$ cat src/design/iocfu_pkg.sv
// package of the i/o command and format unit: register map, fields, reset values
// assumes a 32-bit apb master and byte addresses on word boundaries
package iocfu_pkg;
  // ==========================================================
  // register byte offsets
  localparam logic [7:0] OFS_CTRL = 8'h00;
  localparam logic [7:0] OFS_VALUE = 8'h04;
  localparam logic [7:0] OFS_FRAC = 8'h08;
  localparam logic [7:0] OFS_LOCAL = 8'h0c;
  localparam logic [7:0] OFS_REPLY = 8'h10;
  localparam logic [7:0] OFS_STR_LO = 8'h14;
  localparam logic [7:0] OFS_STR_HI = 8'h18;
  localparam logic [7:0] OFS_DOUT = 8'h20;
  localparam logic [7:0] OFS_BITCMD = 8'h24;
  localparam logic [7:0] OFS_DIN = 8'h28;
  localparam logic [7:0] OFS_INBIT = 8'h2c;
  localparam logic [7:0] OFS_ACTLVL = 8'h30;
  localparam logic [7:0] OFS_INTRIP = 8'h34;
  localparam logic [7:0] OFS_ANTRIP = 8'h38;
  localparam logic [7:0] OFS_AIN = 8'h3c;
  localparam logic [7:0] OFS_AREC = 8'h40;
  localparam logic [7:0] OFS_AOUT = 8'h44;
  // ==========================================================
  // control fields
  localparam int CTRL_ZS = 0;
  localparam int CTRL_INT_LSB = 4;
  localparam int CTRL_FRAC_LSB = 12;
  localparam int CTRL_DIFF = 16;
  // local format fields
  localparam int LOC_EN = 15;
  localparam int LOC_HEX = 14;
  localparam int LOC_STR = 13;
  localparam int LOC_INT_LSB = 4;
  localparam int LOC_FRAC_LSB = 0;
  // bit command fields
  localparam int BC_OP_LSB = 4;
  localparam int BC_OPND_LSB = 8;
  localparam logic [1:0] BC_SET = 2'h1;
  localparam logic [1:0] BC_CLR = 2'h2;
  localparam logic [1:0] BC_COND = 2'h3;
  // trip and analog fields
  localparam int ATRIP_DIR = 4;
  localparam int CODE_LSB = 16;
  // ==========================================================
  // limits and reset values
  localparam logic signed [4:0] RST_INT_DIGITS = 5'sd10;
  localparam logic [2:0] RST_FRAC_DIGITS = 3'd4;
  localparam logic RST_ZERO_SUPPRESS = 1'b1;
  localparam int MAX_INT_DIGITS = 10;
  localparam int MAX_FRAC_DIGITS = 4;
  localparam int MAX_STR_CHARS = 6;
  localparam int REC_SHIFT = 3;
  localparam int CONV_STEPS = 32;
  // ==========================================================
  typedef enum logic [3:0] {ST_IDLE = 4'b0001, ST_FRAC = 4'b0010, ST_INT = 4'b0100, ST_EMIT = 4'b1000} iocfu_st_t;
  typedef enum logic [4:0] {EM_PRE = 5'b00001, EM_INT = 5'b00010, EM_DOT = 5'b00100, EM_FRAC = 5'b01000,
                            EM_STR = 5'b10000} iocfu_em_t;
endpackage

$ cat src/design/iocfu_top.sv
// i/o command and format unit: apb register file, digital and analog i/o, reply formatter
// assumes din_in and ain_in are asynchronous to core_clk_in; apb master on core_clk_in
//
// The APB slave port and the register offsets were decided locally.
`timescale 1ns/1ps
`default_nettype none
module iocfu_top
  import iocfu_pkg::*;
#(
  parameter int AIN_BITS = 12,
  parameter int AOUT_BITS = 12,
  parameter int DIO_BITS = 16,
  parameter int AN_CHANS = 8
) (
  input wire logic core_clk_in,
  input wire logic rstn_in,
  input wire logic psel_in,
  input wire logic penable_in,
  input wire logic pwrite_in,
  input wire logic [7:0] paddr_in,
  input wire logic [31:0] pwdata_in,
  output logic [31:0] prdata_out,
  output logic pready_out,
  output logic pslverr_out,
  input wire logic [DIO_BITS-1:0] din_in,
  output logic [DIO_BITS-1:0] dout_out,
  input wire logic [AN_CHANS*AIN_BITS-1:0] ain_in,
  output logic [AN_CHANS*AOUT_BITS-1:0] aout_out,
  output logic ain_diff_out,
  output logic stall_out
);
  initial
  begin
    if (DIO_BITS != 16 || AN_CHANS != 8 || !(AIN_BITS == 12 || AIN_BITS == 16) || AOUT_BITS < 12 || AOUT_BITS > 16)
      $error("iocfu_top: unsupported parameter values");
  end
  // ==========================================================
  // reset release and input synchronisers
  logic [1:0] rst_sync;
  logic rstn;
  always_ff @(posedge core_clk_in or negedge rstn_in)
  begin
    if (!rstn_in) rst_sync <= 2'b00;
    else rst_sync <= {rst_sync[0], 1'b1};
  end
  assign rstn = rst_sync[1];
  logic [DIO_BITS-1:0] din_s1, din_s2;
  logic [AN_CHANS*AIN_BITS-1:0] ain_s1, ain_s2;
  always_ff @(posedge core_clk_in or negedge rstn)
  begin
    if (!rstn)
    begin
      din_s1 <= '0;
      din_s2 <= '0;
      ain_s1 <= '0;
      ain_s2 <= '0;
    end
    else
    begin
      din_s1 <= din_in;
      din_s2 <= din_s1;
      ain_s1 <= ain_in;
      ain_s2 <= ain_s1;
    end
  end
  // ==========================================================
  // bus decode
  logic setup, acc, wr;
  assign setup = psel_in && !penable_in;
  assign acc = psel_in && penable_in;
  assign wr = acc && pwrite_in;
  assign pready_out = 1'b1;
  // ==========================================================
  // control and i/o state
  logic zs, diff;
  logic signed [4:0] g_int;
  logic [2:0] g_frac;
  logic [15:0] loc;
  logic [31:0] val;
  logic [13:0] frac;
  logic [47:0] str;
  logic [DIO_BITS-1:0] dout, actlvl, trip_mask, trip_lvl;
  logic [3:0] bit_sel, inbit_sel;
  logic [2:0] ain_sel, aout_sel, atrip_ch;
  logic atrip_dir, in_wait, an_wait;
  logic [15:0] atrip_thr;
  logic [AOUT_BITS-1:0] aout [AN_CHANS];
  logic [DIO_BITS-1:0] din_act;
  assign din_act = din_s2 ~^ actlvl;
  function automatic logic [15:0] ain_code(input logic [AN_CHANS*AIN_BITS-1:0] a, input logic [2:0] ch,
                                           input logic d);
    logic [15:0] r;
    r = '0;
    if (!d) r[AIN_BITS-1:0] = a[ch*AIN_BITS+:AIN_BITS];
    else if (ch < 3'd4) r[AIN_BITS-1:0] = a[{ch[1:0], 1'b0}*AIN_BITS+:AIN_BITS];
    return r;
  endfunction
  function automatic logic in_ok(input logic [DIO_BITS-1:0] act, input logic [DIO_BITS-1:0] m,
                                 input logic [DIO_BITS-1:0] l);
    return ((act ~^ l) & m) == m;
  endfunction
  function automatic logic an_ok(input logic [15:0] code, input logic [15:0] thr, input logic dir);
    return dir ? (code < thr) : (code > thr);
  endfunction
  logic [15:0] atrip_code;
  assign atrip_code = ain_code(ain_s2, atrip_ch, diff);
  always_ff @(posedge core_clk_in or negedge rstn)
  begin
    if (!rstn)
    begin
      zs <= RST_ZERO_SUPPRESS;
      g_int <= RST_INT_DIGITS;
      g_frac <= RST_FRAC_DIGITS;
      diff <= 1'b0;
    end
    else if (wr && paddr_in == OFS_CTRL)
    begin
      zs <= pwdata_in[CTRL_ZS];
      diff <= pwdata_in[CTRL_DIFF];
      if ($signed(pwdata_in[CTRL_INT_LSB+:5]) <= 5'sd10 && $signed(pwdata_in[CTRL_INT_LSB+:5]) >= -5'sd10)
        g_int <= $signed(pwdata_in[CTRL_INT_LSB+:5]);
      if (pwdata_in[CTRL_FRAC_LSB+:3] <= 3'd4)
        g_frac <= pwdata_in[CTRL_FRAC_LSB+:3];
    end
  end
  always_ff @(posedge core_clk_in or negedge rstn)
  begin
    if (!rstn)
    begin
      dout <= '0;
      bit_sel <= '0;
    end
    else if (wr && paddr_in == OFS_DOUT)
      dout <= pwdata_in[DIO_BITS-1:0];
    else if (wr && paddr_in == OFS_BITCMD)
    begin
      bit_sel <= pwdata_in[3:0];
      case (pwdata_in[BC_OP_LSB+:2])
        BC_SET: dout[pwdata_in[3:0]] <= 1'b1;
        BC_CLR: dout[pwdata_in[3:0]] <= 1'b0;
        BC_COND: dout[pwdata_in[3:0]] <= |pwdata_in[31:BC_OPND_LSB];
        default: dout <= dout;
      endcase
    end
  end
  assign dout_out = dout;
  always_ff @(posedge core_clk_in or negedge rstn)
  begin
    if (!rstn)
    begin
      actlvl <= {DIO_BITS{1'b1}};
      inbit_sel <= '0;
      trip_mask <= '0;
      trip_lvl <= '0;
      in_wait <= 1'b0;
    end
    else
    begin
      if (wr && paddr_in == OFS_ACTLVL) actlvl <= pwdata_in[DIO_BITS-1:0];
      if (wr && paddr_in == OFS_INBIT) inbit_sel <= pwdata_in[3:0];
      if (wr && paddr_in == OFS_INTRIP)
      begin
        trip_mask <= pwdata_in[15:0];
        trip_lvl <= pwdata_in[31:16];
        in_wait <= !in_ok(din_act, pwdata_in[15:0], pwdata_in[31:16]);
      end
      else if (in_wait && in_ok(din_act, trip_mask, trip_lvl)) in_wait <= 1'b0;
    end
  end
  always_ff @(posedge core_clk_in or negedge rstn)
  begin
    if (!rstn)
    begin
      atrip_ch <= '0;
      atrip_dir <= 1'b0;
      atrip_thr <= '0;
      an_wait <= 1'b0;
      ain_sel <= '0;
      aout_sel <= '0;
      for (int i = 0; i < AN_CHANS; i++) aout[i] <= '0;
    end
    else
    begin
      if (wr && paddr_in == OFS_AIN) ain_sel <= pwdata_in[2:0];
      if (wr && paddr_in == OFS_AOUT)
      begin
        aout_sel <= pwdata_in[2:0];
        aout[pwdata_in[2:0]] <= pwdata_in[CODE_LSB+:AOUT_BITS];
      end
      if (wr && paddr_in == OFS_ANTRIP)
      begin
        atrip_ch <= pwdata_in[2:0];
        atrip_dir <= pwdata_in[ATRIP_DIR];
        atrip_thr <= pwdata_in[CODE_LSB+:16];
        an_wait <= !an_ok(ain_code(ain_s2, pwdata_in[2:0], diff), pwdata_in[CODE_LSB+:16],
                          pwdata_in[ATRIP_DIR]);
      end
      else if (an_wait && an_ok(atrip_code, atrip_thr, atrip_dir)) an_wait <= 1'b0;
    end
  end
  for (genvar g = 0; g < AN_CHANS; g++)
  begin : g_aout
    assign aout_out[g*AOUT_BITS+:AOUT_BITS] = aout[g];
  end
  assign ain_diff_out = diff;
  assign stall_out = in_wait || an_wait;
  // ==========================================================
  // reply formatter: binary to bcd, then one character per reply read
  iocfu_st_t st;
  iocfu_em_t em;
  logic [39:0] bcd;
  logic [31:0] sh;
  logic [5:0] cnt;
  logic [15:0] fbcd;
  logic [3:0] idx, f_n, lead;
  logic [2:0] f_m, f_sn;
  logic f_hex, f_str, f_neg, f_zs, ovf, pop;
  logic [7:0] ch;
  function automatic logic [39:0] dd_adj(input logic [39:0] b);
    logic [39:0] r;
    r = b;
    for (int i = 0; i < MAX_INT_DIGITS; i++)
      if (r[i*4+:4] >= 4'd5) r[i*4+:4] = r[i*4+:4] + 4'd3;
    return r;
  endfunction
  function automatic logic [3:0] lead_of(input logic [39:0] b);
    logic [3:0] r;
    r = '0;
    for (int i = 1; i < MAX_INT_DIGITS; i++)
      if (b[i*4+:4] != 4'd0) r = 4'(i);
    return r;
  endfunction
  function automatic logic [7:0] hex_ch(input logic [3:0] n);
    return (n < 4'd10) ? (8'h30 + {4'h0, n}) : (8'h37 + {4'h0, n});
  endfunction
  assign lead = lead_of(bcd);
  assign ovf = (lead >= f_n) && (bcd[lead*4+:4] != 4'd0) && !f_hex;
  assign pop = acc && !pwrite_in && paddr_in == OFS_REPLY && st == ST_EMIT;
  logic [39:0] adj;
  assign adj = dd_adj(bcd);
  logic start;
  assign start = wr && paddr_in == OFS_VALUE;
  always_ff @(posedge core_clk_in or negedge rstn)
  begin
    if (!rstn)
    begin
      val <= '0;
      frac <= '0;
      loc <= '0;
      str <= '0;
      f_hex <= 1'b0;
      f_str <= 1'b0;
      f_neg <= 1'b0;
      f_zs <= 1'b1;
      f_n <= '0;
      f_m <= '0;
      f_sn <= '0;
    end
    else
    begin
      if (wr && paddr_in == OFS_FRAC && pwdata_in[13:0] < 14'd10000) frac <= pwdata_in[13:0];
      if (wr && paddr_in == OFS_STR_LO) str[31:0] <= pwdata_in;
      if (wr && paddr_in == OFS_STR_HI) str[47:32] <= pwdata_in[15:0];
      if (wr && paddr_in == OFS_LOCAL) loc <= pwdata_in[15:0];
      else if (start) loc[LOC_EN] <= 1'b0;
      if (start && st == ST_IDLE)
      begin
        val <= pwdata_in;
        f_zs <= zs;
        f_str <= loc[LOC_EN] && loc[LOC_STR];
        f_sn <= (loc[2:0] > 3'd6 || loc[2:0] == 3'd0) ? 3'd6 : loc[2:0];
        if (loc[LOC_EN])
        begin
          f_hex <= loc[LOC_HEX];
          f_n <= (loc[LOC_INT_LSB+:4] > 4'd10) ? 4'd10 : loc[LOC_INT_LSB+:4];
          f_m <= (loc[LOC_FRAC_LSB+:3] > 3'd4) ? 3'd4 : loc[LOC_FRAC_LSB+:3];
          f_neg <= pwdata_in[31] && !loc[LOC_HEX];
        end
        else
        begin
          f_hex <= g_int < 0;
          f_n <= (g_int < 0) ? 4'(-g_int) : 4'(g_int);
          f_m <= g_frac;
          f_neg <= pwdata_in[31] && !(g_int < 0);
        end
      end
    end
  end
  always_ff @(posedge core_clk_in or negedge rstn)
  begin
    if (!rstn)
    begin
      st <= ST_IDLE;
      em <= EM_PRE;
      bcd <= '0;
      sh <= '0;
      cnt <= '0;
      fbcd <= '0;
      idx <= '0;
    end
    else
      case (st)
        ST_IDLE:
          if (start)
          begin
            bcd <= '0;
            sh <= {18'h0, frac};
            cnt <= '0;
            st <= (loc[LOC_EN] && loc[LOC_STR]) ? ST_EMIT : ST_FRAC;
            em <= EM_STR;
            idx <= '0;
          end
        ST_FRAC, ST_INT:
        begin
          {bcd, sh} <= {adj[38:0], sh, 1'b0};
          cnt <= cnt + 6'd1;
          if (cnt == 6'(CONV_STEPS - 1))
          begin
            cnt <= '0;
            if (st == ST_FRAC)
            begin
              fbcd <= adj[14:0] << 1 | {15'h0, sh[31]};
              bcd <= '0;
              sh <= val[31] && f_neg ? 32'(-val) : val;
              st <= ST_INT;
            end
            else st <= ST_EMIT;
          end
        end
        ST_EMIT:
          if (em == EM_STR && cnt == 6'd0 && !f_str)
          begin
            cnt <= 6'd1;
            em <= (f_hex || f_neg) ? EM_PRE : (f_n != 4'd0) ? EM_INT : EM_DOT;
            idx <= (f_zs && !ovf && !f_hex && lead < f_n) ? lead : f_n - 4'd1;
            if (!(f_hex || f_neg) && f_n == 4'd0 && f_m == 3'd0) st <= ST_IDLE;
          end
          else if (pop)
            case (em)
              EM_STR:
                if (idx == 4'(f_sn - 3'd1)) st <= ST_IDLE;
                else idx <= idx + 4'd1;
              EM_PRE:
                if (f_n != 4'd0) em <= EM_INT;
                else if (f_m != 3'd0) em <= EM_DOT;
                else st <= ST_IDLE;
              EM_INT:
                if (idx != 4'd0) idx <= idx - 4'd1;
                else if (f_m != 3'd0) em <= EM_DOT;
                else st <= ST_IDLE;
              EM_DOT:
              begin
                em <= EM_FRAC;
                idx <= 4'd3;
              end
              EM_FRAC:
                if (idx == 4'(4 - f_m)) st <= ST_IDLE;
                else idx <= idx - 4'd1;
              default: st <= ST_IDLE;
            endcase
        default: st <= ST_IDLE;
      endcase
  end
  always_comb
  begin
    ch = 8'h30;
    case (em)
      EM_PRE: ch = f_hex ? 8'h24 : 8'h2d;
      EM_INT:
        if (f_hex) ch = hex_ch(idx < 4'd8 ? val[idx[2:0]*4+:4] : {4{val[31]}});
        else if (ovf) ch = 8'h39;
        else ch = 8'h30 + {4'h0, bcd[idx*4+:4]};
      EM_DOT: ch = 8'h2e;
      EM_FRAC: ch = 8'h30 + {4'h0, fbcd[idx[1:0]*4+:4]};
      EM_STR: ch = str[idx*8+:8];
      default: ch = 8'h30;
    endcase
  end
  // ==========================================================
  // read mux, latched in the setup cycle
  logic [15:0] rcode;
  assign rcode = ain_code(ain_s2, ain_sel, diff);
  always_ff @(posedge core_clk_in or negedge rstn)
  begin
    if (!rstn)
    begin
      prdata_out <= '0;
      pslverr_out <= 1'b0;
    end
    else if (setup)
    begin
      pslverr_out <= 1'b0;
      prdata_out <= '0;
      case (paddr_in)
        OFS_CTRL: prdata_out <= {15'h0, diff, 1'b0, g_frac, 3'h0, g_int, 3'h0, zs};
        OFS_VALUE: prdata_out <= val;
        OFS_FRAC: prdata_out <= {18'h0, frac};
        OFS_LOCAL: prdata_out <= {16'h0, loc};
        OFS_REPLY: prdata_out <= {23'h0, st == ST_EMIT && !(em == EM_STR && cnt == 6'd0 && !f_str), ch};
        OFS_STR_LO: prdata_out <= str[31:0];
        OFS_STR_HI: prdata_out <= {16'h0, str[47:32]};
        OFS_DOUT: prdata_out <= {16'h0, dout};
        OFS_BITCMD: prdata_out <= {31'h0, dout[bit_sel]};
        OFS_DIN: prdata_out <= {16'h0, din_act};
        OFS_INBIT: prdata_out <= {16'h0, din_act[inbit_sel[3] * 8+:8], 7'h0, din_act[inbit_sel]};
        OFS_ACTLVL: prdata_out <= {16'h0, actlvl};
        OFS_INTRIP: prdata_out <= {31'h0, in_wait};
        OFS_ANTRIP: prdata_out <= {31'h0, an_wait};
        OFS_AIN: prdata_out <= {16'h0, rcode};
        OFS_AREC: prdata_out <= 32'(rcode[AIN_BITS-1-:12]) << REC_SHIFT;
        OFS_AOUT: prdata_out <= {16'h0, 16'(aout[aout_sel])};
        default: pslverr_out <= 1'b1;
      endcase
    end
  end
  // ==========================================================
  // checks
  chk_zs_reset: assert property (@(posedge core_clk_in) $rose(rstn) |-> zs && g_int == 5'sd10 && g_frac == 3'd4)
    else $error("format reset value wrong");
  chk_set_bit: assert property (@(posedge core_clk_in) disable iff (!rstn)
    wr && paddr_in == OFS_BITCMD && pwdata_in[5:4] == BC_SET |=> dout[$past(pwdata_in[3:0])])
    else $error("set bit not applied");
  chk_clr_other: assert property (@(posedge core_clk_in) disable iff (!rstn)
    wr && paddr_in == OFS_BITCMD && pwdata_in[5:4] == BC_CLR |=> (dout | (16'h1 << $past(pwdata_in[3:0]))) ==
    ($past(dout) | (16'h1 << $past(pwdata_in[3:0]))) && !dout[$past(pwdata_in[3:0])])
    else $error("clear bit disturbed other outputs");
  chk_cond_bit: assert property (@(posedge core_clk_in) disable iff (!rstn)
    wr && paddr_in == OFS_BITCMD && pwdata_in[5:4] == BC_COND |=> dout[$past(pwdata_in[3:0])] == |$past(pwdata_in[31:8]))
    else $error("conditional bit wrong");
  chk_bank_write: assert property (@(posedge core_clk_in) disable iff (!rstn)
    wr && paddr_in == OFS_DOUT |=> dout_out == $past(pwdata_in[15:0]))
    else $error("bank write wrong");
  chk_in_trip: assert property (@(posedge core_clk_in) disable iff (!rstn)
    in_wait && !(wr && paddr_in == OFS_INTRIP) && in_ok(din_act, trip_mask, trip_lvl) |=> !in_wait)
    else $error("input trip not released");
  chk_an_pass: assert property (@(posedge core_clk_in) disable iff (!rstn)
    wr && paddr_in == OFS_ANTRIP && an_ok(ain_code(ain_s2, pwdata_in[2:0], diff), pwdata_in[31:16], pwdata_in[4])
    |=> !an_wait)
    else $error("analog trip stalled though passed");
  chk_local_once: assert property (@(posedge core_clk_in) disable iff (!rstn)
    start && !(wr && paddr_in == OFS_LOCAL) |=> !loc[LOC_EN])
    else $error("local format kept");
  chk_conv_len: assert property (@(posedge core_clk_in) disable iff (!rstn)
    st == ST_IDLE && start && !(loc[LOC_EN] && loc[LOC_STR]) |=> st == ST_FRAC ##32 st == ST_INT ##32 st == ST_EMIT)
    else $error("conversion length wrong");
  chk_in_met: assert property (@(posedge core_clk_in) disable iff (!rstn)
    wr && paddr_in == OFS_INTRIP && in_ok(din_act, pwdata_in[15:0], pwdata_in[31:16]) |=> !in_wait)
    else $error("input trip stalled though met");
  cov_reply: cover property (@(posedge core_clk_in) disable iff (!rstn) pop && em == EM_FRAC);
  cov_hex: cover property (@(posedge core_clk_in) disable iff (!rstn) pop && em == EM_PRE && f_hex);
  cov_ovf: cover property (@(posedge core_clk_in) disable iff (!rstn) pop && em == EM_INT && ovf);
  cov_trip: cover property (@(posedge core_clk_in) disable iff (!rstn) $fell(an_wait));
endmodule // iocfu_top
`default_nettype wire

$ cat config.mk
export PLATFORM = sky130hd
export DESIGN_NAME = iocfu_top
export DESIGN_NICKNAME = d
export VERILOG_FILES = /design/src/design/iocfu_pkg.sv /design/src/design/iocfu_top.sv
export SDC_FILE = /design/constraint.sdc
export NUM_CORES = 1
export LEC_CHECK = 0
export BUFFER_PORTS_ARGS = -buffer_cell sky130_fd_sc_hd__buf_4
export CORE_MARGIN = 1
export CORE_UTILIZATION = 50
export CTS_CLUSTER_DIAMETER = 200
export DETAILED_ROUTE_END_ITERATION = 10
export PLACE_DENSITY = 0.77
export SYNTH_ARGS = -nofsm -noshare
export SYNTH_HDL_FRONTEND = slang
export SYNTH_SLANG_ARGS = --single-unit
$ cat constraint.sdc
create_clock -name core_clk_in -period 43.8 [get_ports core_clk_in]
set_clock_uncertainty 0.05 [all_clocks]
set_input_delay 8.76 -clock core_clk_in [delete_from_list [all_inputs] [get_ports core_clk_in]]
set_output_delay 8.76 -clock core_clk_in [all_outputs]
set_load 0.005 [all_outputs]
==> metrics.csv, run 1 <==
stage,metric,value,unit
floorplanning,Core Region,69900,um2
clock_tree,"Clk pin slew, worst setup/hold paths",0.06,ns
final_layout,final std cells w/o fill,4300,
setup_path,R2R Path Start,rst_sync[1]$_DFF_PN0_,
drt,via count,27467,
setup_path,"Largest stage delay, worst path",0.73,ns
clock_tree,Sink Count,696,
clock_tree,Root Buffer,clkbuf_16,
power_and_ir_drop,maximum vdd drop,0.0324,mV
worst_hold_path,worst hold path class,reg2reg,
sta,Hold Slack,0.283,ns
setup_path,Worst R2R Setup Slack,39.35,ns
clock_tree,Skew-Pair Late Insertion Delay,0.64,ns
setup_path,arrival time worst endpoint,12.31,ns
drt,DRT iter0 DRCs,3731,
power_and_ir_drop,sequential power share,0.481,
setup_path,WP buf/inv,1,
floorplanning,die area,71700,um2
global_routing,largest net degree at the start of global routing,168,
drt,Post-Route WL,116000,um
final_layout,fraction of layout instances using a drive strength above 1,0.267,
worst_hold_path,hold path cells,0,
placement,Placed Area,38300,um2
outcome,status,"finished, final reports clean",
placement,RePlAce Congestion,1.06,
floorplanning,chip width,268,um
synth,Post-synth EDFFs,0,
sta,Max Freq,84.5,MHz
synth,register area share after synthesis,0.494,
worst_hold_path,hold endpoint,ain_s2[6]$_DFF_PN0_,
synth,Syn Inst Count,3084,
sta,Tightest Pin Transition,1.31,ns
clock_tree,post-CTS setup buffer count,0,
clock_tree,hold_buf cts,0,
setup_path,worst r2r dst,loc[7]$_DFFE_PN0P_,
synth,synthesized flop and latch total,696,
sta,Slew headroom,0.116,
sta,Tcrit/Tclk final,0.270,
drt,First-pass DRT Iterations,9,
setup_path,"delay-heaviest family, CP",compound AO/OA/AOI/OAI gates,
drt,ANT nets after route,0,
setup_path,"Max FO, Critical Path",70,
sta,Tmin final,11.84,ns
floorplanning,die height,268,um
placement,port buffer count,303,
power_and_ir_drop,Internal,1.06,mW
placement,DP HPWL,83000,um
setup_path,R2R cell count,4,
power_and_ir_drop,pwr dens,34.1,nW/um2
power_and_ir_drop,Net Sw Frac,0.241,
setup_path,Worst Setup End Kind,register,
clock_tree,post-cts repair resize count,0,
power_and_ir_drop,Logic pwr share,0.059,
power_and_ir_drop,Clock power frac,0.459,
setup_path,Required @ worst endpoint,44.27,ns
synth,area share of the leading cell type in the synthesized netlist,0.477,
drt,Residual DRC,0,
power_and_ir_drop,Net Sw Power,0.335,mW
sta,fin. max-slew vios,0,
synth,cell area after synthesis,35300,um2
clock_tree,clock tree buffer depth,3,
final_layout,Finished Cell Area,40800,um2
clock_tree,CTS tree,yes,
sta,setup TNS,0,ns
clock_tree,H-tree depth,3,
worst_hold_path,Hold Startpoint,ain_s1[6]$_DFF_PN0_,
drt,vias per inst,6.39,
floorplanning,Initial Util,0.505,
global_routing,gr ovfl total,0,
power_and_ir_drop,leakage power,17.7,nW
sta,RSZ-0062 raised after global routing,no,
clock_tree,Num CTS Buffers,74,
final_layout,Final nets,3515,
setup_path,worst-path cell chain,buf_4 -> and2_1 -> a21oi_1 -> o22ai_1 -> nor3_1 -> a21oi_1 -> ha_1 -> a21o_1 -> a21o_1 -> a21oi_1 -> a21oi_1 -> o31ai_1 -> mux2_2 -> o22ai_1,
floorplanning,Top-Level Pins,305,
final_layout,Area Overhead vs Synth,15.4,%
synth,total number of yosys warnings,0,
setup_path,CP most frequent cell,a21oi_1,
setup_path,critical path launch point type,input port,
setup_path,Slowest cell on crit path,buf_4,
global_routing,vias in the first global route,26735,
placement,placed cell count,4163,
global_routing,initial antenna violation count,4,
synth,synth top area cells,"dfrtp_1, mux4_2, mux2_2, o21ai_0, nand2_1",
sta,final hold violations,0,
global_routing,first-pass GRT wire length,173000,um
setup_path,Setup Crit Path Kind,in2reg,
synth,Post-Syn Area per Cell,11.5,um2
sta,# setup viols final,0,
power_and_ir_drop,Tot Pwr,1.39,mW
global_routing,gr usage total,0.325,
synth,Synth Flop Type,dfrtp_1,
drt,WL/cell,26.9,um
run,Max Cap Violations,0,
synth,Synth async-reset ratio,1.00,
floorplanning,FP Rows,97,
synth,cell taking the most area after synthesis,dfrtp_1,
synth,Yosys cell types,101,
-- power by group through the flow --
| stage | combinational [mW] | clock [mW] | sequential (mW) |
|---|---|---|---|
| final | 0.0822 | 0.639 | 0.670 |
| after global placement | 0.0801 | 0 | 0.680 |
| after floorplan | 0.0387 | 0 | 0.684 |
| after detailed placement | 0.0809 | 0 | 0.681 |
| after global routing | 0.0884 | 0.671 | 0.671 |
| after CTS | 0.0814 | 0.648 | 0.669 |
-- Yosys cell counts (10+ instances only) --
cell type and instances:
nor4_1 21, clkbuf_1 149, o31ai_1 25, nand4_1 28, a22oi_1 58, dfstp_2 23
mux4_2 146, nor2b_1 31, xor2_1 40, a31oi_1 12, nor3b_1 18, a211oi_1 13
dfrtp_1 673, a21oi_1 143, buf_1 18, o211ai_1 23, xnor2_1 64, and2_1 16
ha_1 58, mux2i_1 101, nand2b_1 30, a32o_1 10, mux2_2 213, nand2_1 295
mux2_1 15, o21ai_0 258, buf_2 36, a222oi_1 14, nor2_1 152, a221oi_1 16
nand3_1 53, inv_1 78, nor3_1 33, a21o_1 12, o22ai_1 41, o21ai_1 14
-- kinds of logic after synthesis --
group / synth area share
xor gates and xnor gates: 0.0258
AOI/OAI and AO/OA: 0.127
muxes: 0.196
DFF: 0.494
adders and majority gates: 0.0211
other: 0.000106
and+or+nand+nor: 0.102
buffers and inverters: 0.0347
-- worst reg2reg max path: stages (launching register included) --
cell     delay (ns)
dfrtp_4        0.86
buf_4          0.82
buf_4          0.80
buf_4          0.95
buf_4          0.92
-- routing by layer --
| metal | track usage | share of wire | vias up | routed length (um) |
|---|---|---|---|---|
| met4 | 0.154 | 0.053 | 4 | 6180 |
| li1 | - | - | 11783 | - |
| met5 | 0 | 0.00021 | - | 24 |
| met3 | 0.0967 | 0.11 | 349 | 12800 |
| met2 | 0.501 | 0.46 | 1635 | 53100 |
| met1 | 0.420 | 0.38 | 13696 | 43400 |
-- layout make-up --
type | count | area, um2
repair buffers | 352 | 2660
multi-input cells | 2096 | 16700
inverters | 79 | 297
flip-flops and latches | 696 | 17500
well taps | 940 | 1180
diodes | 2 | 5.00
clock inverters | 31 | 370
clock buffers | 104 | 2110
fillers | 5784 | 29100
-- how the worst max path moves through the flow --
stage / start / endpoint / slack, ns / cells past startpoint
floorplan: rst_sync[1]$_DFF_PN0_ / ain_diff_out$_DFFE_PN0P_ / 22.95 / 0
CTS: pwdata_in[0] / an_wait$_DFFE_PN0P_ / 32.02 / 14
global placement: pwdata_in[0] / an_wait$_DFFE_PN0P_ / 31.45 / 14
detailed placement: pwdata_in[0] / an_wait$_DFFE_PN0P_ / 31.38 / 14
finish: pwdata_in[0] / an_wait$_DFFE_PN0P_ / 31.96 / 14
global route: pwdata_in[0] / an_wait$_DFFE_PN0P_ / 31.66 / 14
-- layout by cell type (no fill, tap or decap), drive strengths merged, types with 33 or more instances in the layout --
cell type	netlist	routed
o22ai	41	41
nor3	33	33
clkbuf	150	104
ha	58	58
a21oi	144	144
xnor2	64	64
nand3	53	53
a22oi	58	58
nand2	295	295
mux4	147	147
nor2	153	153
mux2	229	229
dfrtp	673	673
o21ai	274	274
xor2	40	40
inv	78	86
mux2i	101	101
buf	64	352
-- per-stage QoR --
step | setup WS (ns) | utilization
global placement | 31.45 | 0.548
CTS | 32.02 | 0.583
global route | 31.66 | 0.583
detailed placement | 31.38 | 0.548
finish | 31.96 | 0.583
floorplan | 22.95 | -
-- registers in the layout (all words and copies together), names as in the netlist, 6 cells and up --
register and flops:
atrip_thr 16, bcd 40, din_s1 16, dout_out 16, din_s2 16, trip_lvl 16, str 48, cnt 6
actlvl 16, val 32, ain_s2 96, prdata_out 32, frac 14, sh 32, fbcd 16, trip_mask 16
ain_s1 96, loc 16, aout_out 96
(Power assumes the default switching activity.)
==> run 2, diff against run 1 <==
PLACE_DENSITY = 0.79   (was 0.77)
clock period = 10.6 ns   (was 43.8 ns; I/O delays follow)
==> run 2 against run 1 <==
First-iteration DRC count grew 1.8%; routed wire length shrank 1.3%; highest routed layer unchanged; largest cell class unchanged; register-to-register slack lost 32 ns; core utilization grew 0.21 points; sequential cell count is the same.
==> metrics.csv, run 2 (synthesis results as in run 1) <==
stage,metric,value,unit
sta,# setup viols final,0,
clock_tree,post-cts repair resize count,0,
setup_path,arrival time worst endpoint,5.81,ns
placement,RePlAce Congestion,1.09,
floorplanning,Core Region,69900,um2
worst_hold_path,hold endpoint,ain_s2[77]$_DFF_PN0_,
setup_path,Worst Setup End Kind,register,
outcome,status,"finished, final reports clean",
clock_tree,Num CTS Buffers,75,
drt,ANT nets after route,0,
clock_tree,H-tree depth,3,
clock_tree,"Clk pin slew, worst setup/hold paths",0.06,ns
placement,DP HPWL,80300,um
power_and_ir_drop,leakage power,17.8,nW
setup_path,Required @ worst endpoint,11.08,ns
final_layout,diode count,0,
drt,Post-Route WL,114000,um
final_layout,fraction of layout instances using a drive strength above 1,0.268,
floorplanning,FP Rows,97,
worst_hold_path,hold path cells,0,
placement,port buffer count,303,
global_routing,met2 Usage GRT,0.492,
placement,Placed Area,38300,um2
setup_path,R2R cell count,14,
placement,pre-CTS setup slack,4.67,ns
setup_path,critical path launch point type,input port,
setup_path,"Max FO, Critical Path",41,
setup_path,R2R Path Start,ain_diff_out$_DFFE_PN0P_,
sta,Hold Slack,0.291,ns
final_layout,most frequent cells in the layout,"dfrtp_1, buf_4, nand2_1",
clock_tree,hold_buf cts,0,
sta,final hold violations,0,
floorplanning,chip width,268,um
setup_path,Worst R2R Setup Slack,6.87,ns
global_routing,gr usage total,0.318,
setup_path,Setup Crit Path Kind,in2reg,
drt,vias per inst,6.48,
placement,placed cell count,4158,
floorplanning,die area,71700,um2
global_routing,first-pass GRT wire length,170000,um
sta,Max Freq,188,MHz
sta,fin. max-slew vios,0,
drt,Residual DRC,0,
final_layout,final std cells w/o fill,4298,
final_layout,"leading cell type in the layout, fill and taps excluded",dfrtp_1,
setup_path,worst r2r dst,an_wait$_DFFE_PN0P_,
global_routing,vias in the first global route,26986,
drt,DRT iter0 DRCs,3800,
global_routing,"Most Used Layer, Global Route",met2,
sta,Tightest Pin Transition,1.20,ns
global_routing,M1 GR Usage,0.406,
final_layout,fillers,5588,
power_and_ir_drop,maximum vdd drop,0.156,mV
final_layout,utilization after layout,0.585,
clock_tree,clock tree buffer depth,3,
global_routing,initial antenna violation count,5,
power_and_ir_drop,pwr dens,144,nW/um2
sta,RSZ-0062 raised after global routing,no,
drt,via count,27846,
global_routing,met3 Use GR,0.0919,
clock_tree,CTS tree,yes,
sta,Tcrit/Tclk final,0.503,
clock_tree,Sink Count,696,
floorplanning,Initial Util,0.505,
clock_tree,Root Buffer,clkbuf_16,
sta,Tmin final,5.33,ns
worst_hold_path,worst hold path class,reg2reg,
global_routing,largest net degree at the start of global routing,185,
drt,First-pass DRT Iterations,9,
sta,Setup WS post-layout,5.27,ns
final_layout,Finished Cell Area,40900,um2
final_layout,Area Overhead vs Synth,15.9,%
sta,setup TNS,0,ns
clock_tree,post-CTS setup buffer count,0,
floorplanning,die height,268,um
run,Max Cap Violations,0,
final_layout,Final nets,3511,
power_and_ir_drop,Tot Pwr,5.89,mW
global_routing,gr ovfl total,0,
drt,WL/cell,26.5,um
floorplanning,Top-Level Pins,305,
worst_hold_path,Hold Startpoint,ain_s1[77]$_DFF_PN0_,
clock_tree,Skew-Pair Late Insertion Delay,0.65,ns
sta,Slew headroom,0.191,
-- run 2: cell count changes in the layout (fill, tap and decap cells not counted), sizes merged --
cell      delta
buf          -5
bufinv       +4
clkbuf       -3
clkinv       +8
clkinvlp     -3
diode        -2
inv          -1
-- run 2: final cells by class --
class / instances / area [um2] / share of cell area
sequential: 696 / 17500 / 0.427
multi-input combinational: 2096 / 16700 / 0.408
timing repair buffer: 347 / 2640 / 0.0646
clock buffer: 101 / 2130 / 0.0520
tap: 940 / 1180 / 0.0287
clock inverter: 39 / 523 / 0.0128
inverter: 79 / 297 / 0.00725
-- run 2: routing by layer --
| metal | vias to the layer above | wire, um |
|---|---|---|
| li1 | 11782 | - |
| met1 | 13922 | 41800 |
| met2 | 1742 | 52700 |
| met3 | 390 | 12700 |
| met4 | 10 | 6790 |
| met5 | - | 59 |
-- run 2: report_power, final --
| part | internal (mW) | leakage, nW | switching, mW |
|---|---|---|---|
| Clock | 1.63 | 1.30 | 1.16 |
| Combinational | 0.136 | 7.51 | 0.204 |
| Sequential | 2.71 | 8.98 | 0.0547 |
| Total | 4.48 | 17.8 | 1.41 |
-- run 2: critical path: stages --
cell and delay, ns:
buf_4 0.40, buf_4 0.60, and2_1 0.46, a21oi_1 0.12
o22ai_1 0.16, nor3_1 0.07, a21oi_1 0.22, ha_1 0.28
a21o_1 0.18, a21o_1 0.16, a21oi_1 0.15, a21oi_1 0.08
o31ai_1 0.30, mux2_2 0.37, o22ai_1 0.11
-- run 2: worst max path at each step --
stage,from,cells past startpoint,end
6_report,pwdata_in[0],15,an_wait$_DFFE_PN0P_
5_1_grt,pwdata_in[0],15,an_wait$_DFFE_PN0P_
4_1_cts,pwdata_in[0],15,an_wait$_DFFE_PN0P_
3_5_place_dp,pwdata_in[0],15,an_wait$_DFFE_PN0P_
3_3_place_gp,pwdata_in[0],15,an_wait$_DFFE_PN0P_
2_1_floorplan,rst_sync[1]$_DFF_PN0_,0,ain_diff_out$_DFFE_PN0P_
